[src/verilog/bms_defs.vh]
// constants for the boot and bus mode select block
`ifndef BMS_DEFS_VH
`define BMS_DEFS_VH
`define BMS_ADDR_BUS_MODE   32'h0000_07FF
`define BMS_ADDR_AREA_BASE  32'h0000_0800
`define BMS_ADDR_STATUS     32'h0000_0820
`define BMS_AREA_COUNT      6
`define BMS_MODE_HI_BIT     7
`define BMS_MODE_LO_BIT     6
`define BMS_MODE_SINGLE     2'h0
`define BMS_MODE_INT_EXT    2'h1
`define BMS_MODE_EXT_EXT    2'h2
`define BMS_MODE_BAD        2'h3
`define BMS_WIDTH_8         2'h0
`define BMS_WIDTH_16        2'h1
`define BMS_WIDTH_32        2'h2
`define BMS_AREA_RESET      2'h0
`define BMS_WIDTH_HI_BIT    1
`define BMS_WIDTH_LO_BIT    0
`define BMS_SYNC_FILL       2'h2
`endif

[src/verilog/bms_top.v]
// boot and bus mode select block with APB register access
// What this block does
// - three strapped mode pins choose reset vector source and initial bus width
// - pins 000: external vector, 8-bit external bus, external ROM mode
// - pins 001: external vector, 16-bit external bus, external ROM mode
// - byte written to 0x7FF after reset is mode data, held in register
// - bus mode register takes one write per reset, kept until reset
// - captured mode takes effect right after the write completes
// - mode bits 7:6: 00 single-chip, 01 int ROM ext bus, 10 ext ROM
// - pin width used before mode write, area width fields afterwards
// - area 0 register resets to 8-bit width
//
// Local design decision: register access over APB.
`timescale 1ns/100ps
`default_nettype none
`include "bms_defs.vh"
module bms_top #(
    parameter AREAS = `BMS_AREA_COUNT     // number of chip-select areas
) (
    input  wire        pclk,              // bus clock
    input  wire        presetn,           // async reset, active low
    input  wire        clk_en,            // freezes all state while low
    input  wire        psel,              // apb select
    input  wire        penable,           // apb enable
    input  wire        pwrite,            // apb direction
    input  wire [31:0] paddr,             // apb byte address
    input  wire [31:0] pwdata,            // apb write data
    input  wire [3:0]  pstrb,             // apb byte strobes
    output wire        pready,            // apb ready
    output reg  [31:0] prdata,            // apb read data
    output wire        pslverr,           // apb error
    input  wire        mode_pin_2,        // strap pin, top
    input  wire        mode_pin_1,        // strap pin
    input  wire        mode_pin_0,        // strap pin, bottom
    output reg         ext_vector,        // reset vector fetched externally
    output reg  [1:0]  bus_mode,          // active bus mode
    output reg         mode_written,      // bus mode register has been written
    output reg  [2*AREAS-1:0] area_width  // effective width code per area
);
    localparam [1:0]  ST_BOOT   = 2'h0;
    localparam [1:0]  ST_LIVE   = 2'h1;
    localparam [31:0] MODE_ADDR = `BMS_ADDR_BUS_MODE;
    localparam [31:0] AREA_BASE = `BMS_ADDR_AREA_BASE;
    localparam [31:0] STAT_ADDR = `BMS_ADDR_STATUS;

    reg  [2:0]         pin_meta_reg;
    reg  [2:0]         pin_sync_reg;
    reg  [1:0]         pin_fill_reg;
    reg  [1:0]         pin_fill_next;
    reg  [2:0]         pin_hold_reg;
    reg  [2:0]         pin_hold_next;
    reg                pin_valid_reg;
    reg                pin_valid_next;
    reg  [1:0]         pin_width_reg;
    reg                pin_bad_reg;
    reg  [1:0]         state_reg;
    reg  [1:0]         state_next;
    reg  [1:0]         mode_reg;
    reg  [1:0]         mode_next;
    reg  [1:0]         bus_mode_next;
    reg  [31:0]        rd_next;
    wire [2*AREAS-1:0] area_width_next;
    wire [2*AREAS-1:0] area_flat;
    wire [AREAS-1:0]   area_hit;
    wire               area_any;
    wire               stat_hit;
    wire               dec_ext;
    wire [1:0]         dec_width;
    wire               dec_bad;
    wire               access;
    wire               wr;
    wire               mode_hit;
    wire               mode_wr;
    integer            k;
    genvar             g;

    // zero wait states: every access phase ends at its first edge
    assign pready   = 1'b1;
    assign access   = psel & penable & clk_en;
    assign wr       = access & pwrite;
    // byte at 0x7FF is lane 3 of the word at 0x7FC, so only the word index is compared
    assign mode_hit = (paddr[31:2] == MODE_ADDR[31:2]);
    assign mode_wr  = wr & mode_hit & pstrb[3];
    assign stat_hit = (paddr == STAT_ADDR);
    assign area_any = |area_hit;
    // reading the mode word is refused: it holds write-only bits
    assign pslverr  = psel & penable & ~(mode_hit & pwrite) & ~stat_hit & ~area_any;

    // two flops before anything looks at the straps
    always @(posedge pclk or negedge presetn) begin
        if (!presetn) begin
            pin_meta_reg <= 3'h0;
            pin_sync_reg <= 3'h0;
        end else if (clk_en) begin
            pin_meta_reg <= {mode_pin_2, mode_pin_1, mode_pin_0};
            pin_sync_reg <= pin_meta_reg;
        end
    end

    // the synchroniser shows its reset value for two edges, so the latch waits for it to fill
    always @* begin
        pin_fill_next  = pin_fill_reg;
        pin_hold_next  = pin_hold_reg;
        pin_valid_next = pin_valid_reg;
        if (!pin_valid_reg) begin
            if (pin_fill_reg == `BMS_SYNC_FILL) begin
                pin_hold_next  = pin_sync_reg;
                pin_valid_next = 1'b1;
            end else begin
                pin_fill_next = pin_fill_reg + 2'h1;
            end
        end
    end

    // straps are latched once after release, then held until next reset
    always @(posedge pclk or negedge presetn) begin
        if (!presetn) begin
            pin_fill_reg  <= 2'h0;
            pin_hold_reg  <= 3'h0;
            pin_valid_reg <= 1'b0;
        end else if (clk_en) begin
            pin_fill_reg  <= pin_fill_next;
            pin_hold_reg  <= pin_hold_next;
            pin_valid_reg <= pin_valid_next;
        end
    end

    // decoding the next strap value lets the registered outputs change with the latch
    bms_pin_decode u_dec (
        .pins       (pin_hold_next),
        .ext_vector (dec_ext),
        .pin_width  (dec_width),
        .pins_bad   (dec_bad)
    );

    generate
        for (g = 0; g < AREAS; g = g + 1) begin : g_area
            localparam [31:0] AREA_ADDR = AREA_BASE + 4 * g;
            reg  [1:0]        width_reg;
            wire [1:0]        width_next;
            wire              width_wr;
            assign area_hit[g] = (paddr == AREA_ADDR);
            assign width_wr    = wr & pstrb[0] & area_hit[g];
            assign width_next  = width_wr ? pwdata[`BMS_WIDTH_HI_BIT:`BMS_WIDTH_LO_BIT]
                                          : width_reg;
            always @(posedge pclk or negedge presetn) begin
                if (!presetn) begin
                    width_reg <= `BMS_AREA_RESET;
                end else if (clk_en) begin
                    width_reg <= width_next;
                end
            end
            assign area_flat[2*g +: 2] = width_reg;
            // strapped width until the mode write, then each area's own field
            assign area_width_next[2*g +: 2] = (state_next == ST_LIVE) ? width_next
                                                                        : dec_width;
        end
    endgenerate

    always @* begin
        state_next = state_reg;
        mode_next  = mode_reg;
        case (state_reg)
            ST_BOOT: begin
                if (mode_wr) begin
                    state_next = ST_LIVE;
                    // the six reserved bits are dropped; they steer nothing
                    mode_next  = pwdata[24+`BMS_MODE_HI_BIT:24+`BMS_MODE_LO_BIT];
                end
            end
            ST_LIVE: state_next = ST_LIVE;
            default: state_next = ST_BOOT;
        endcase
    end

    // outputs load what the state takes at this edge, so the new mode shows
    // in the cycle right after the write
    always @* begin
        bus_mode_next = `BMS_MODE_SINGLE;
        if (state_next == ST_LIVE)
            bus_mode_next = mode_next;
        else if (dec_ext)
            bus_mode_next = `BMS_MODE_EXT_EXT;
    end

    always @(posedge pclk or negedge presetn) begin
        if (!presetn) begin
            state_reg     <= ST_BOOT;
            mode_reg      <= `BMS_MODE_SINGLE;
            pin_width_reg <= `BMS_WIDTH_8;
            pin_bad_reg   <= 1'b0;
            // straps read 000 until latched: external vector, 8-bit bus
            ext_vector    <= 1'b1;
            bus_mode      <= `BMS_MODE_EXT_EXT;
            mode_written  <= 1'b0;
            area_width    <= {2*AREAS{1'b0}};
        end else if (clk_en) begin
            state_reg     <= state_next;
            mode_reg      <= mode_next;
            pin_width_reg <= dec_width;
            pin_bad_reg   <= dec_bad;
            ext_vector    <= dec_ext;
            bus_mode      <= bus_mode_next;
            mode_written  <= (state_next == ST_LIVE);
            area_width    <= area_width_next;
        end
    end

    // read decode; unmapped words return zero beside the error
    always @* begin
        rd_next = 32'h0000_0000;
        if (stat_hit) begin
            rd_next = {22'h00_0000, pin_bad_reg, pin_hold_reg, mode_reg, mode_written,
                       ext_vector, pin_width_reg};
        end else if (area_any) begin
            for (k = 0; k < AREAS; k = k + 1)
                if (area_hit[k])
                    rd_next = {30'h0000_0000, area_flat[2*k +: 2]};
        end
    end

    // read data is loaded in the setup cycle and stands through the access phase
    always @(posedge pclk or negedge presetn) begin
        if (!presetn) begin
            prdata <= 32'h0000_0000;
        end else if (clk_en && psel && !penable) begin
            prdata <= rd_next;
        end
    end
endmodule // bms_top
`default_nettype wire

[src/verilog/bms_pin_decode.v]
// decoder of the three strap pins into reset vector source and initial width
`timescale 1ns/100ps
`default_nettype none
`include "bms_defs.vh"
module bms_pin_decode (
    input  wire [2:0] pins,         // synchronised strap value
    output reg        ext_vector,   // reset vector fetched externally
    output reg  [1:0] pin_width,    // initial external bus width code
    output reg        pins_bad      // unsupported strap value
);
    always @* begin
        ext_vector = 1'b0;
        pin_width  = `BMS_WIDTH_8;
        pins_bad   = 1'b0;
        case (pins)
            3'h0: begin
                ext_vector = 1'b1;
                pin_width  = `BMS_WIDTH_8;
            end
            3'h1: begin
                ext_vector = 1'b1;
                pin_width  = `BMS_WIDTH_16;
            end
            3'h3: begin
                ext_vector = 1'b0;
            end
            default: begin
                // 32-bit and top-pin settings are not supported here
                pins_bad   = 1'b1;
                ext_vector = 1'b1;
            end
        endcase
    end
endmodule // bms_pin_decode
`default_nettype wire

[config.mk]
export PLATFORM = sky130hd
export DESIGN_NAME = bms_top
export DESIGN_NICKNAME = d
export VERILOG_FILES = /design/src/verilog/bms_top.v /design/src/verilog/bms_pin_decode.v
export VERILOG_INCLUDE_DIRS = /design/src /design/src/verilog
export SDC_FILE = /design/constraint.sdc
export NUM_CORES = 1
export LEC_CHECK = 0
export BUFFER_PORTS_ARGS = -buffer_cell sky130_fd_sc_hd__buf_2
export CELL_PAD_IN_SITES_DETAIL_PLACEMENT = 1
export CELL_PAD_IN_SITES_GLOBAL_PLACEMENT = 2
export CORE_MARGIN = 1
export CORE_UTILIZATION = 31
export DETAILED_ROUTE_END_ITERATION = 12
export GPL_TIMING_DRIVEN = 0
export HOLD_SLACK_MARGIN = 0.15
export PLACE_DENSITY = 0.95
export SLEW_MARGIN = 0
export SYNTH_ARGS = -nofsm -noshare
export SYNTH_HDL_FRONTEND = slang
export SYNTH_HIERARCHICAL = 1
export SYNTH_SLANG_ARGS = --single-unit
export TNS_END_PERCENT = 10
[constraint.sdc]
create_clock -name pclk -period 4.35 [get_ports pclk]
set_input_delay 0.87 -clock pclk [delete_from_list [all_inputs] [get_ports pclk]]
set_output_delay 0.87 -clock pclk [all_outputs]
set_load 0.005 [all_outputs]
* Yosys cells after proc, flatten, opt, wreduce, memory -nomap -nowiden *
Cells that the tools add are included.

storage, ports and cells
  flip-flop bits (word level) = 79
  output and inout bits = 50
  word-level logic and storage cells = 96

cells by class
  add/sub/neg operators = 1
  equality and inequality tests = 13
  multiplexer cells = 33
  bitwise gates (word level) = 21
  reductions and logical operators = 8

operators with widths
  operator                number
  $eq A32 B12 Y1 const B  7
  $mux W32                7
  $mux W2                 18
  $eq A30 B9 Y1 const B   1
  $and A1 B1 Y1           16
  $mux W3                 2
  $reduce_or A6 Y1        1
  $mux W1                 5
  $not A1 Y1              5
  $eq A2 B1 Y1 const B    2
  $pmux W2 S2             1
  $eq A3 B1 Y1 const B    1
  $eq A3 B2 Y1 const B    1
  $logic_not A3 Y1        1
  $reduce_and A3 Y1       1
  $reduce_or A3 Y1        1
  $add A2 B1 Y2 const B   1
  $eq A2 B2 Y1 const B    1
  $logic_and A1 B1 Y1     2
  $logic_not A2 Y1        1
  $logic_not A1 Y1        1

* Depth between registers and ports, before layout *
Gate-level depths: netlist of run 1.

  word-level depth = 9
  depth in mapped cells = 8
  gate-level depth less buffers = 8

* Cells and area by module *
Netlist of run 1, hierarchy kept.

modules (own cells, without submodules)
  module          times used  cells each  area an instance (µm²)  sequential area each (µm²)
  bms_top         1           254         2867.8                  1428.9
  bms_pin_decode  1           6           40.0                    0.0

* Least setup slack after synthesis of run 1 *
Ideal clock, no wire load.

  path kind = input port to output port
  start point = in paddr[13]
  end point = out pslverr
  data arrival time = 2.603 ns
  required time = 3.480 ns
  setup slack = 0.877 ns
  stages on the path = 6
  buffers on the path = 1
  path through = or4_1 > or4_1 > buf_6 > nor4_1 > a221o_1 > nor2_1

on the way
  cells in the longest elaborated chain, start to end = 6

RTL lines
  what                        RTL line      text
  start: declaration          bms_top.v:26  input wire [31:0] paddr,
  $eq A30 B9 Y1               bms_top.v:82  assign mode_hit = (paddr[31:2] == MODE_ADDR[31:2]);
  $and A1 B1 Y1               bms_top.v:87  assign pslverr = psel & penable & ~(mode_hit & pwrite) & ~stat_hit & ~area_any;
  $not A1 Y1                  bms_top.v:87
  $and A1 B1 Y1 (2 in a row)  bms_top.v:87
  $and A1 B1 Y1 (*)           bms_top.v:87
  end: declaration            bms_top.v:31  output wire pslverr,

Every way passes the cells marked *; elsewhere a longest branch is shown, timed or not.

* Final worst setup path of run 1 *
Ends and elaborated chain as after synthesis.

==> flow_summary.yaml, run 1 <==
run_status:
  outcome: "finished clean"
global_route:
  antenna_found_initial: 0
  grt_max_degree: 58
  grt_pass1_wl_um: 12700
  grt_pass1_vias: 2495
  grt_usage: 0.170
  grt_overflow_total: 0
clock_network:
  cts_buffer_depth: 2
  cts_buffers: 9
  htree_levels: 3
  cts_root_buf: "clkbuf_8"
  clk_pin_slew_worst_paths_ns: 0.07
  cts.sinks: 57
  clock_latency_ns: 0.34
  post-cts-setup-buffers: 0
  cts_resized: 0
  cts_hold_buffers: 0
  cts_tree: "yes"
drt:
  vias: 2343
  ant_nets: 0
  drtIter0Drc: 60
  drt-total-wl_um: 7730
  drt-pass1-iter-count: 4
  wl_per_cell_um: 16.2
  drc_errors: 0
  vias_per_cell: 4.91
synthesis:
  yosysTopAreaCell: "dfrtp_1"
  ys_top_cells_by_count: "55 x dfrtp_1, 29 x inv_1, 24 x buf_4"
  syn_inst: 260
  syn_area_um2: 2910
  synth-async-reset-ratio: 1.00
  ys_types: 47
  ys_seq_elements: 57
  ys_top_cells_by_area: "dfrtp_1 47%, buf_4 6.2%, mux2_2 6.2%"
  synth_area_per_cell_um2: 11.2
  synth-warning-count: 6
  ys_seq_area_frac: 0.491
  yosysMostFrequentCell: "dfrtp_1"
  yosys.area.top_type_share: 0.473
  synth-edff-count: 0
  synth-main-ff-cell: "dfrtp_1"
timing:
  slew_headroom: 0.485
  finalCriticalPeriod_ns: 4.12
  setup_viol: 0
  period_share: 0.947
  tns_ns: 0
  final_hold_viol_count: 0
  rsz0062_at_grt: "false"
  tightest_slew_ns: 0.766
  drv_slew: 0
  max_freq_mhz: 243
  fin_skew_ns: 0.00728
power:
  power.total_uw: 1280
  powerDensity_nw_per_um2: 351
  leakage_uw: 0.00187
  irDropWorstVdd_mv: 0.131
placement:
  port_buffers: 72
  gp_congestion: 0.747
  hpwl_um: 5870
  placed_area_um2: 3480
die:
  dieArea_um2: 9770
  die_w_um: 98.9
  core_um2: 8890
  die_h_um: 98.9
  num_rows: 34
  start_util: 0.327
  pin_count: 127
critical_path:
  required_ns: 3.48
  cp.arrival_ns: 3.25
  cp-end-kind: "output port"
  critPathLaunchType: "input pin"
  cp_max_fo: 9
  critPathKind: "input pin to output port"
cells_and_area:
  synthToLayoutAreaGrowth_pct: 25.4
  n_antenna_cell: 0
  stdcell_area_um2: 3650
  drive_gt1_frac: 0.385
  finalNetCount: 442
  finalCoreUtilization: 0.410
job:
  cap_violations: 0
worst_hold_path:
  hp-class: "register to register"
cells by family (layout without fill, tap and decap cells):
logic type | count (synthesis) | after routing | share of synthesized area
XOR/XNOR | 1 | 1 | 0.00301
flip-flops | 57 | 57 | 0.491
buffers and inverters | 64 | 152 | 0.117
other | 3 | 24 | 0.00387
AO/OA/AOI/OAI | 38 | 38 | 0.108
multiplexers | 30 | 30 | 0.114
AND/OR/NAND/NOR | 66 | 66 | 0.158
adder cells (fa/ha/maj) | 1 | 1 | 0.00430
power by group:
group	total [µW]	switching, µW	internal, µW
clock network	416	214	202
logic	236	125	112
registers	628	37.5	591
layer usage:
| layer | vias to the layer above | GRT usage | wire [µm] |
|---|---|---|---|
| li1 | 1106 | - | - |
| met1 | 1149 | 0.200 | 3290 |
| met2 | 77 | 0.286 | 3770 |
| met3 | 11 | 0.0525 | 536 |
| met4 | 0 | 0.0746 | 135 |
| met5 | - | 0 | 0 |
cells in the final DEF (no fill, tap or decap), types with 2 or more instances in the layout:
cell | netlist | routed
or3_1 | 2 | 2
clkbuf_1 | 7 | 8
nor2_1 | 12 | 12
nand4b_1 | 2 | 2
nand2b_1 | 4 | 4
dfrtp_1 | 55 | 55
mux2_2 | 16 | 16
clkbuf_8 | 0 | 9
nand2_1 | 3 | 3
nor2b_1 | 6 | 6
a2111oi_0 | 2 | 2
a21o_1 | 2 | 2
buf_2 | 1 | 72
dfstp_2 | 2 | 2
a21oi_1 | 4 | 4
clkinv_2 | 0 | 4
nand3_1 | 3 | 3
clkinvlp_4 | 0 | 2
a221o_1 | 2 | 2
mux2i_1 | 13 | 13
conb_1 | 3 | 24
nor4_1 | 8 | 8
o221ai_1 | 12 | 12
nand4_1 | 3 | 3
nor4_2 | 5 | 5
or4_1 | 4 | 4
a22o_1 | 9 | 9
inv_1 | 29 | 29
nand3b_1 | 5 | 5
buf_1 | 2 | 2
buf_4 | 24 | 25
or4_4 | 2 | 2
metrics by stage:
| step | hold WS, ns | setup slack (ns) | std cells |
|---|---|---|---|
| after floorplan | 0.444 | 0.877 | 281 |
| after global placement | 0.458 | 0.260 | 461 |
| after detailed placement | 0.465 | 0.286 | 461 |
| after CTS | 0.478 | 0.274 | 477 |
| after global routing | 0.515 | 0.113 | 477 |
| final | 0.473 | 0.230 | 477 |
path summary, 6_finish.rpt:
path	startpoint	to	slack [ns]	depth (start not counted)
max	paddr[13]	pslverr	0.23	8
min	pin_fill_reg[0]	pin_fill_reg[0]	0.47	1
max reg2reg	pin_fill_reg[0]	area_width[0]	2.19	7
min reg2reg	pin_fill_reg[0]	pin_fill_reg[0]	0.47	1
max in group asynchronous	presetn	area_width[3]	3.28	1
min in group asynchronous	presetn	prdata[4]	0.58	1
critical path, stage by stage:
cell and delay (ns):
buf_2 0.09, or4_1 0.52, or4_1 0.51, buf_6 0.17
nor4_1 0.64, a221o_1 0.26, nor2_1 0.04, buf_2 0.14
final cells by class:
class | instances | area (µm²)
Buffer | 35 | 230
Clock buffer | 10 | 128
Clock inverter | 6 | 35.0
Fill cell | 1029 | 5240
Inverter | 29 | 109
Multi-Input combinational cell | 160 | 1220
Sequential cell | 57 | 1430
Tap cell | 108 | 135
Timing Repair Buffer | 72 | 363
Power figures use the tool's default switching activity.
==> run 2: changes to the inputs <==
--- a/config.mk
+++ b/config.mk
@@ -6,12 +6,12 @@
 export SDC_FILE = /design/constraint.sdc
 export NUM_CORES = 1
 export LEC_CHECK = 0
-export BUFFER_PORTS_ARGS = -buffer_cell sky130_fd_sc_hd__buf_2
 export CELL_PAD_IN_SITES_DETAIL_PLACEMENT = 1
 export CELL_PAD_IN_SITES_GLOBAL_PLACEMENT = 2
 export CORE_MARGIN = 1
-export CORE_UTILIZATION = 31
+export CORE_UTILIZATION = 40
 export DETAILED_ROUTE_END_ITERATION = 12
+export DONT_BUFFER_PORTS = 1
 export GPL_TIMING_DRIVEN = 0
 export HOLD_SLACK_MARGIN = 0.15
 export PLACE_DENSITY = 0.95
==> run 2 against run 1 <==
Flip-flop and latch count stayed put. Die area fell by 22%. Non-clock buffer count is 72 lower. Final cell count fell by 18%. Routed wire length fell by 6.6%. Highest routed layer unchanged.
==> flow_summary.yaml, run 2 (same netlist as run 1, synthesis figures left out) <==
global_route:
  grt_overflow_total: 0
  grt_max_degree: 58
  grt_usage: 0.202
  grt_pass1_wl_um: 11400
  grt_pass1_vias: 2304
  antenna_found_initial: 0
drt:
  vias: 2082
  ant_nets: 0
  wl_per_cell_um: 18.4
  drt-total-wl_um: 7220
  vias_per_cell: 5.30
  drtIter0Drc: 60
  drt-pass1-iter-count: 4
  drc_errors: 0
power:
  leakage_uw: 0.00160
  powerDensity_nw_per_um2: 433
  irDropWorstVdd_mv: 0.186
cells_and_area:
  stdcell_area_um2: 3370
  finalNetCount: 370
  fin_cells: 393
  finalCoreUtilization: 0.488
  layout_commonest_cell: "dfrtp_1"
  n_antenna_cell: 0
  drive_gt1_frac: 0.239
  synthToLayoutAreaGrowth_pct: 15.9
  layout_common_cells: "55 x dfrtp_1, 29 x inv_1, 24 x buf_4, 24 x conb_1, 16 x mux2_2"
  fill_cells: 788
critical_path:
  required_ns: 3.48
  cp_max_fo: 9
  crit_slowest_cell: "nor4_1"
  cpMostUsedCell: "or4_1"
  timing.critical_path.from: "paddr[13]"
  cp.arrival_ns: 3.04
  max_stage_delay_ns: 0.64
  path_buf_inv: 1
  critPathLaunchType: "input pin"
  cp-end-kind: "output port"
  critPathKind: "input pin to output port"
  rr_startpoint: "pin_fill_reg[0]"
  crit_chain: "or4_1, or4_1, buf_6, nor4_1, a221o_1, nor2_1"
  path_delay_family: "simple AND/OR/NAND/NOR gates"
placement:
  placed_area_um2: 3110
  port_buffers: 0
  gp_congestion: 0.738
  place_ws_ns: 0.481
  hpwl_um: 5140
  dp.cells: 377
clock_network:
  cts_buffer_depth: 2
  cts.sinks: 57
  cts_root_buf: "clkbuf_8"
  cts_buffers: 9
  post-cts-setup-buffers: 0
  clk_pin_slew_worst_paths_ns: 0.07
  cts_tree: "yes"
  cts_resized: 0
  clock_latency_ns: 0.33
  htree_levels: 3
  cts_hold_buffers: 0
worst_hold_path:
  hp-class: "input pin to asynchronous set/reset pin"
die:
  num_rows: 30
  die_h_um: 87.3
  dieArea_um2: 7610
  core_um2: 6910
  pin_count: 127
  start_util: 0.421
  die_w_um: 87.3
timing:
  layout_setup_ws_ns: 0.445
  finalCriticalPeriod_ns: 3.91
  rsz0062_at_grt: "false"
  final_hold_viol_count: 0
  setup_viol: 0
  drv_slew: 0
  tns_ns: 0
  period_share: 0.898
  fin_skew_ns: 0.00621
  tightest_slew_ns: 0.763
  max_freq_mhz: 256
  slew_headroom: 0.487
run_status:
  outcome: "finished clean"
job:
  cap_violations: 0
[run 2: area by class of cell]
class,count,area [µm²],share of cell area
inverters,29,109,0.0323
well taps,96,120,0.0356
clock inverters,4,97.6,0.0290
multi-input cells,160,1220,0.362
clock buffers,12,165,0.0490
flip-flops and latches,57,1430,0.424
plain buffers,35,230,0.0683
[run 2: final timing paths]
path / to / slack, ns / cells past startpoint
max: pslverr / 0.44 / 6
min: area_width[4] / 0.22 / 0
max reg2reg: area_width[0] / 2.15 / 7
min reg2reg: pin_valid_reg / 0.49 / 1
max in group asynchronous: ext_vector / 3.93 / 0
min in group pclk: pin_valid_reg / 0.49 / 1
[run 2: report_power, final]
part           internal [µW]  switching, µW  leakage (µW)
sequential               591           43.8      0.000737
combinational           86.0           97.8      0.000736
clock                    427            211      0.000129
[run 2: worst register-to-register path: stages (launching register included)]
cell,delay (ns)
dfrtp_1,0.40
inv_1,0.07
ha_1,0.18
nor2b_1,0.32
mux2_2,0.43
nor3_2,0.28
nand3_1,0.26
o221ai_1,0.17
[run 2: per-layer routing]
metal / vias to the layer above / GRT usage / routed length (µm)
met2: 91 / 0.344 / 3510
met5: - / 0 / 0
met1: 1028 / 0.231 / 2990
met4: 0 / 0.0939 / 131
li1: 953 / - / -
met3: 10 / 0.0607 / 587
[run 2: metrics by stage]
step           total power, µW  hold WS, ns
2_1_floorplan              773        0.444
3_3_place_gp               803        0.458
3_5_place_dp               819        0.472
4_1_cts                   1470        0.204
5_1_grt                   1520        0.207
6_report                  1460        0.223
==> run 3: changes to the inputs <==
--- a/config.mk
+++ b/config.mk
@@ -6,10 +6,11 @@
 export SDC_FILE = /design/constraint.sdc
 export NUM_CORES = 1
 export LEC_CHECK = 0
+export ABC_AREA = 1
 export CELL_PAD_IN_SITES_DETAIL_PLACEMENT = 1
 export CELL_PAD_IN_SITES_GLOBAL_PLACEMENT = 2
 export CORE_MARGIN = 1
-export CORE_UTILIZATION = 40
+export CORE_UTILIZATION = 37
 export DETAILED_ROUTE_END_ITERATION = 12
 export DONT_BUFFER_PORTS = 1
 export GPL_TIMING_DRIVEN = 0
==> run 3 against run 2 <==
First-iteration DRC count shrank 18%. Sequential share of layout area shrank 2.6 points. Combinational power shrank 31%. Final cell count grew 40%. Register-to-register slack gained 0.33 ns. Flip-flop and latch count is the same. Clock skew is essentially flat. Via count grew 23%. Utilization shrank 5.5 points. Critical path type unchanged.
==> flow_summary.yaml, run 3 <==
die:
  start_util: 0.387
  num_rows: 33
  pin_count: 127
  die_w_um: 95.2
  dieArea_um2: 9060
  core_um2: 8300
  die_h_um: 95.2
timing:
  slew_headroom: 0.661
  tns_ns: 0
  rsz0062_at_grt: "false"
  final_hold_viol_count: 0
  period_share: 0.646
  max_freq_mhz: 356
  setup_viol: 0
  fin_skew_ns: 0.00628
  finalCriticalPeriod_ns: 2.81
  tightest_slew_ns: 0.508
  timing.hold.ws_ns: 0.220
  drv_slew: 0
synthesis:
  syn_area_um2: 3210
  synth_area_per_cell_um2: 7.86
  ys_types: 35
  synth-warning-count: 6
  synth-async-reset-ratio: 1.00
  yosysTopAreaCell: "dfrtp_1"
  ys_top_cells_by_count: "118 x nand2_1, 55 x dfrtp_1, 33 x inv_1"
  ys_top_cells_by_area: "dfrtp_1 43%, nand2_1 14%, buf_4 5.8%"
  synth-main-ff-cell: "dfrtp_1"
  yosys.area.top_type_share: 0.428
  ys_seq_area_frac: 0.445
  yosysMostFrequentCell: "nand2_1"
  syn_inst: 409
  ys_seq_elements: 57
  synth-edff-count: 0
placement:
  gp_congestion: 0.815
  port_buffers: 0
  placed_area_um2: 3420
  hpwl_um: 5950
  dp.cells: 535
power:
  power.total_uw: 1160
  leakage_uw: 0.00178
  powerDensity_nw_per_um2: 322
  irDropWorstVdd_mv: 0.127
global_route:
  grt_usage: 0.183
  grt_max_degree: 58
  grt_pass1_wl_um: 12500
  grt_overflow_total: 0
  grt_pass1_vias: 2642
  antenna_found_initial: 0
critical_path:
  cp_max_fo: 10
  max_stage_delay_ns: 0.25
  path_delay_family: "simple AND/OR/NAND/NOR gates"
  crit_slowest_cell: "nor3_1"
  critPathKind: "input pin to output port"
  cpMostUsedCell: "nand2_2"
  path_buf_inv: 2
  critPathLaunchType: "input pin"
  cp.arrival_ns: 1.94
  crit_chain: "nor2_1, nand2_1, nor2_2, nand2_2, inv_4, buf_8, nand2_2, nand3_1, nor3_1"
  required_ns: 3.48
  cp-end-kind: "output port"
drt:
  drt-total-wl_um: 7680
  drc_errors: 0
  drt-pass1-iter-count: 4
  vias: 2568
  wl_per_cell_um: 13.9
  vias_per_cell: 4.66
  drtIter0Drc: 49
  ant_nets: 0
clock_network:
  cts.sinks: 57
  cts_hold_buffers: 0
  cts_buffer_depth: 2
  cts_buffers: 9
  htree_levels: 3
  clock_latency_ns: 0.34
  clk_pin_slew_worst_paths_ns: 0.07
  cts_root_buf: "clkbuf_8"
  cts_tree: "yes"
  cts_resized: 0
  post-cts-setup-buffers: 0
cells_and_area:
  layout_common_cells: "118 x nand2_1, 55 x dfrtp_1, 33 x inv_1"
  fin_cells: 551
  stdcell_area_um2: 3590
  n_antenna_cell: 0
  synthToLayoutAreaGrowth_pct: 11.8
  finalNetCount: 519
  layout_commonest_cell: "nand2_1"
  drive_gt1_frac: 0.229
run_status:
  outcome: "finished clean"
job:
  cap_violations: 0
worst_hold_path:
  hp-class: "input pin to asynchronous set/reset pin"
==> run 3: changes by cell type in the layout (fill, tap and decap cells not counted), sizes merged, moves of 12 or more <==
| cell | previous run | this run |
|---|---|---|
| mux2 | 16 | 0 |
| nand2 | 3 | 129 |
| inv | 29 | 49 |
| nor4 | 13 | 1 |
| o221ai | 12 | 0 |
| nand3 | 3 | 40 |
| o21ai | 1 | 33 |
| mux2i | 13 | 0 |
| nor2 | 13 | 41 |
==> run 3: routing by layer <==
metal  vias to the layer above  routed length [µm]  global-route usage
met5                         -                   0                   0
met3                         9                 680              0.0638
met1                      1181                3490               0.226
met4                         0                 125              0.0795
li1                       1297                   -                   -
met2                        81                3390               0.289
==> run 3: logic make-up (layout without fill, tap and decap cells) <==
group | after synthesis | after routing | synth area share
buffers and inverters | 84 | 100 | 0.136
AOI/OAI and AO/OA | 42 | 42 | 0.0728
DFF | 57 | 57 | 0.445
xor gates and xnor gates | 1 | 1 | 0.00273
other | 3 | 24 | 0.00350
and+or+nand+nor | 221 | 221 | 0.336
adders and majority gates | 1 | 1 | 0.00389
==> run 3: worst paths after layout <==
kind / startpoint / end / slack [ns] / cells after the start
worst max-delay path: paddr[27] / pslverr / 1.54 / 9
worst min register to register: pin_meta_reg[1] / pin_meta_reg[1] / 0.47 / 2
max in group asynchronous: presetn / bus_mode[1] / 3.93 / 0
worst max register to register: pin_fill_reg[0] / area_width[8] / 2.48 / 8
min in group pclk: pin_meta_reg[1] / pin_meta_reg[1] / 0.47 / 2
worst min-delay path: presetn / g_area[3].width_reg[1] / 0.22 / 0
==> run 3: layout make-up <==
class | count | area, µm²
plain buffers | 32 | 234
fillers | 1083 | 4710
flip-flops and latches | 57 | 1430
clock inverters | 7 | 46.3
multi-input cells | 289 | 1430
inverters | 52 | 203
well taps | 105 | 131
clock buffers | 9 | 124
==> run 3: stage by stage <==
stage | setup WS, ns | util
2_1_floorplan | 1.77 | -
3_3_place_gp | 1.53 | 0.412
3_5_place_dp | 1.54 | 0.412
4_1_cts | 1.54 | 0.433
5_1_grt | 1.44 | 0.433
6_report | 1.54 | 0.433
==> run 3: power by group <==
part	switching, µW	internal [µW]	leakage, µW
sequential	27.2	570	0.000747
combinational	78.0	48.7	0.000952
clock	229	205	0.0000814
total	334	823	0.00178
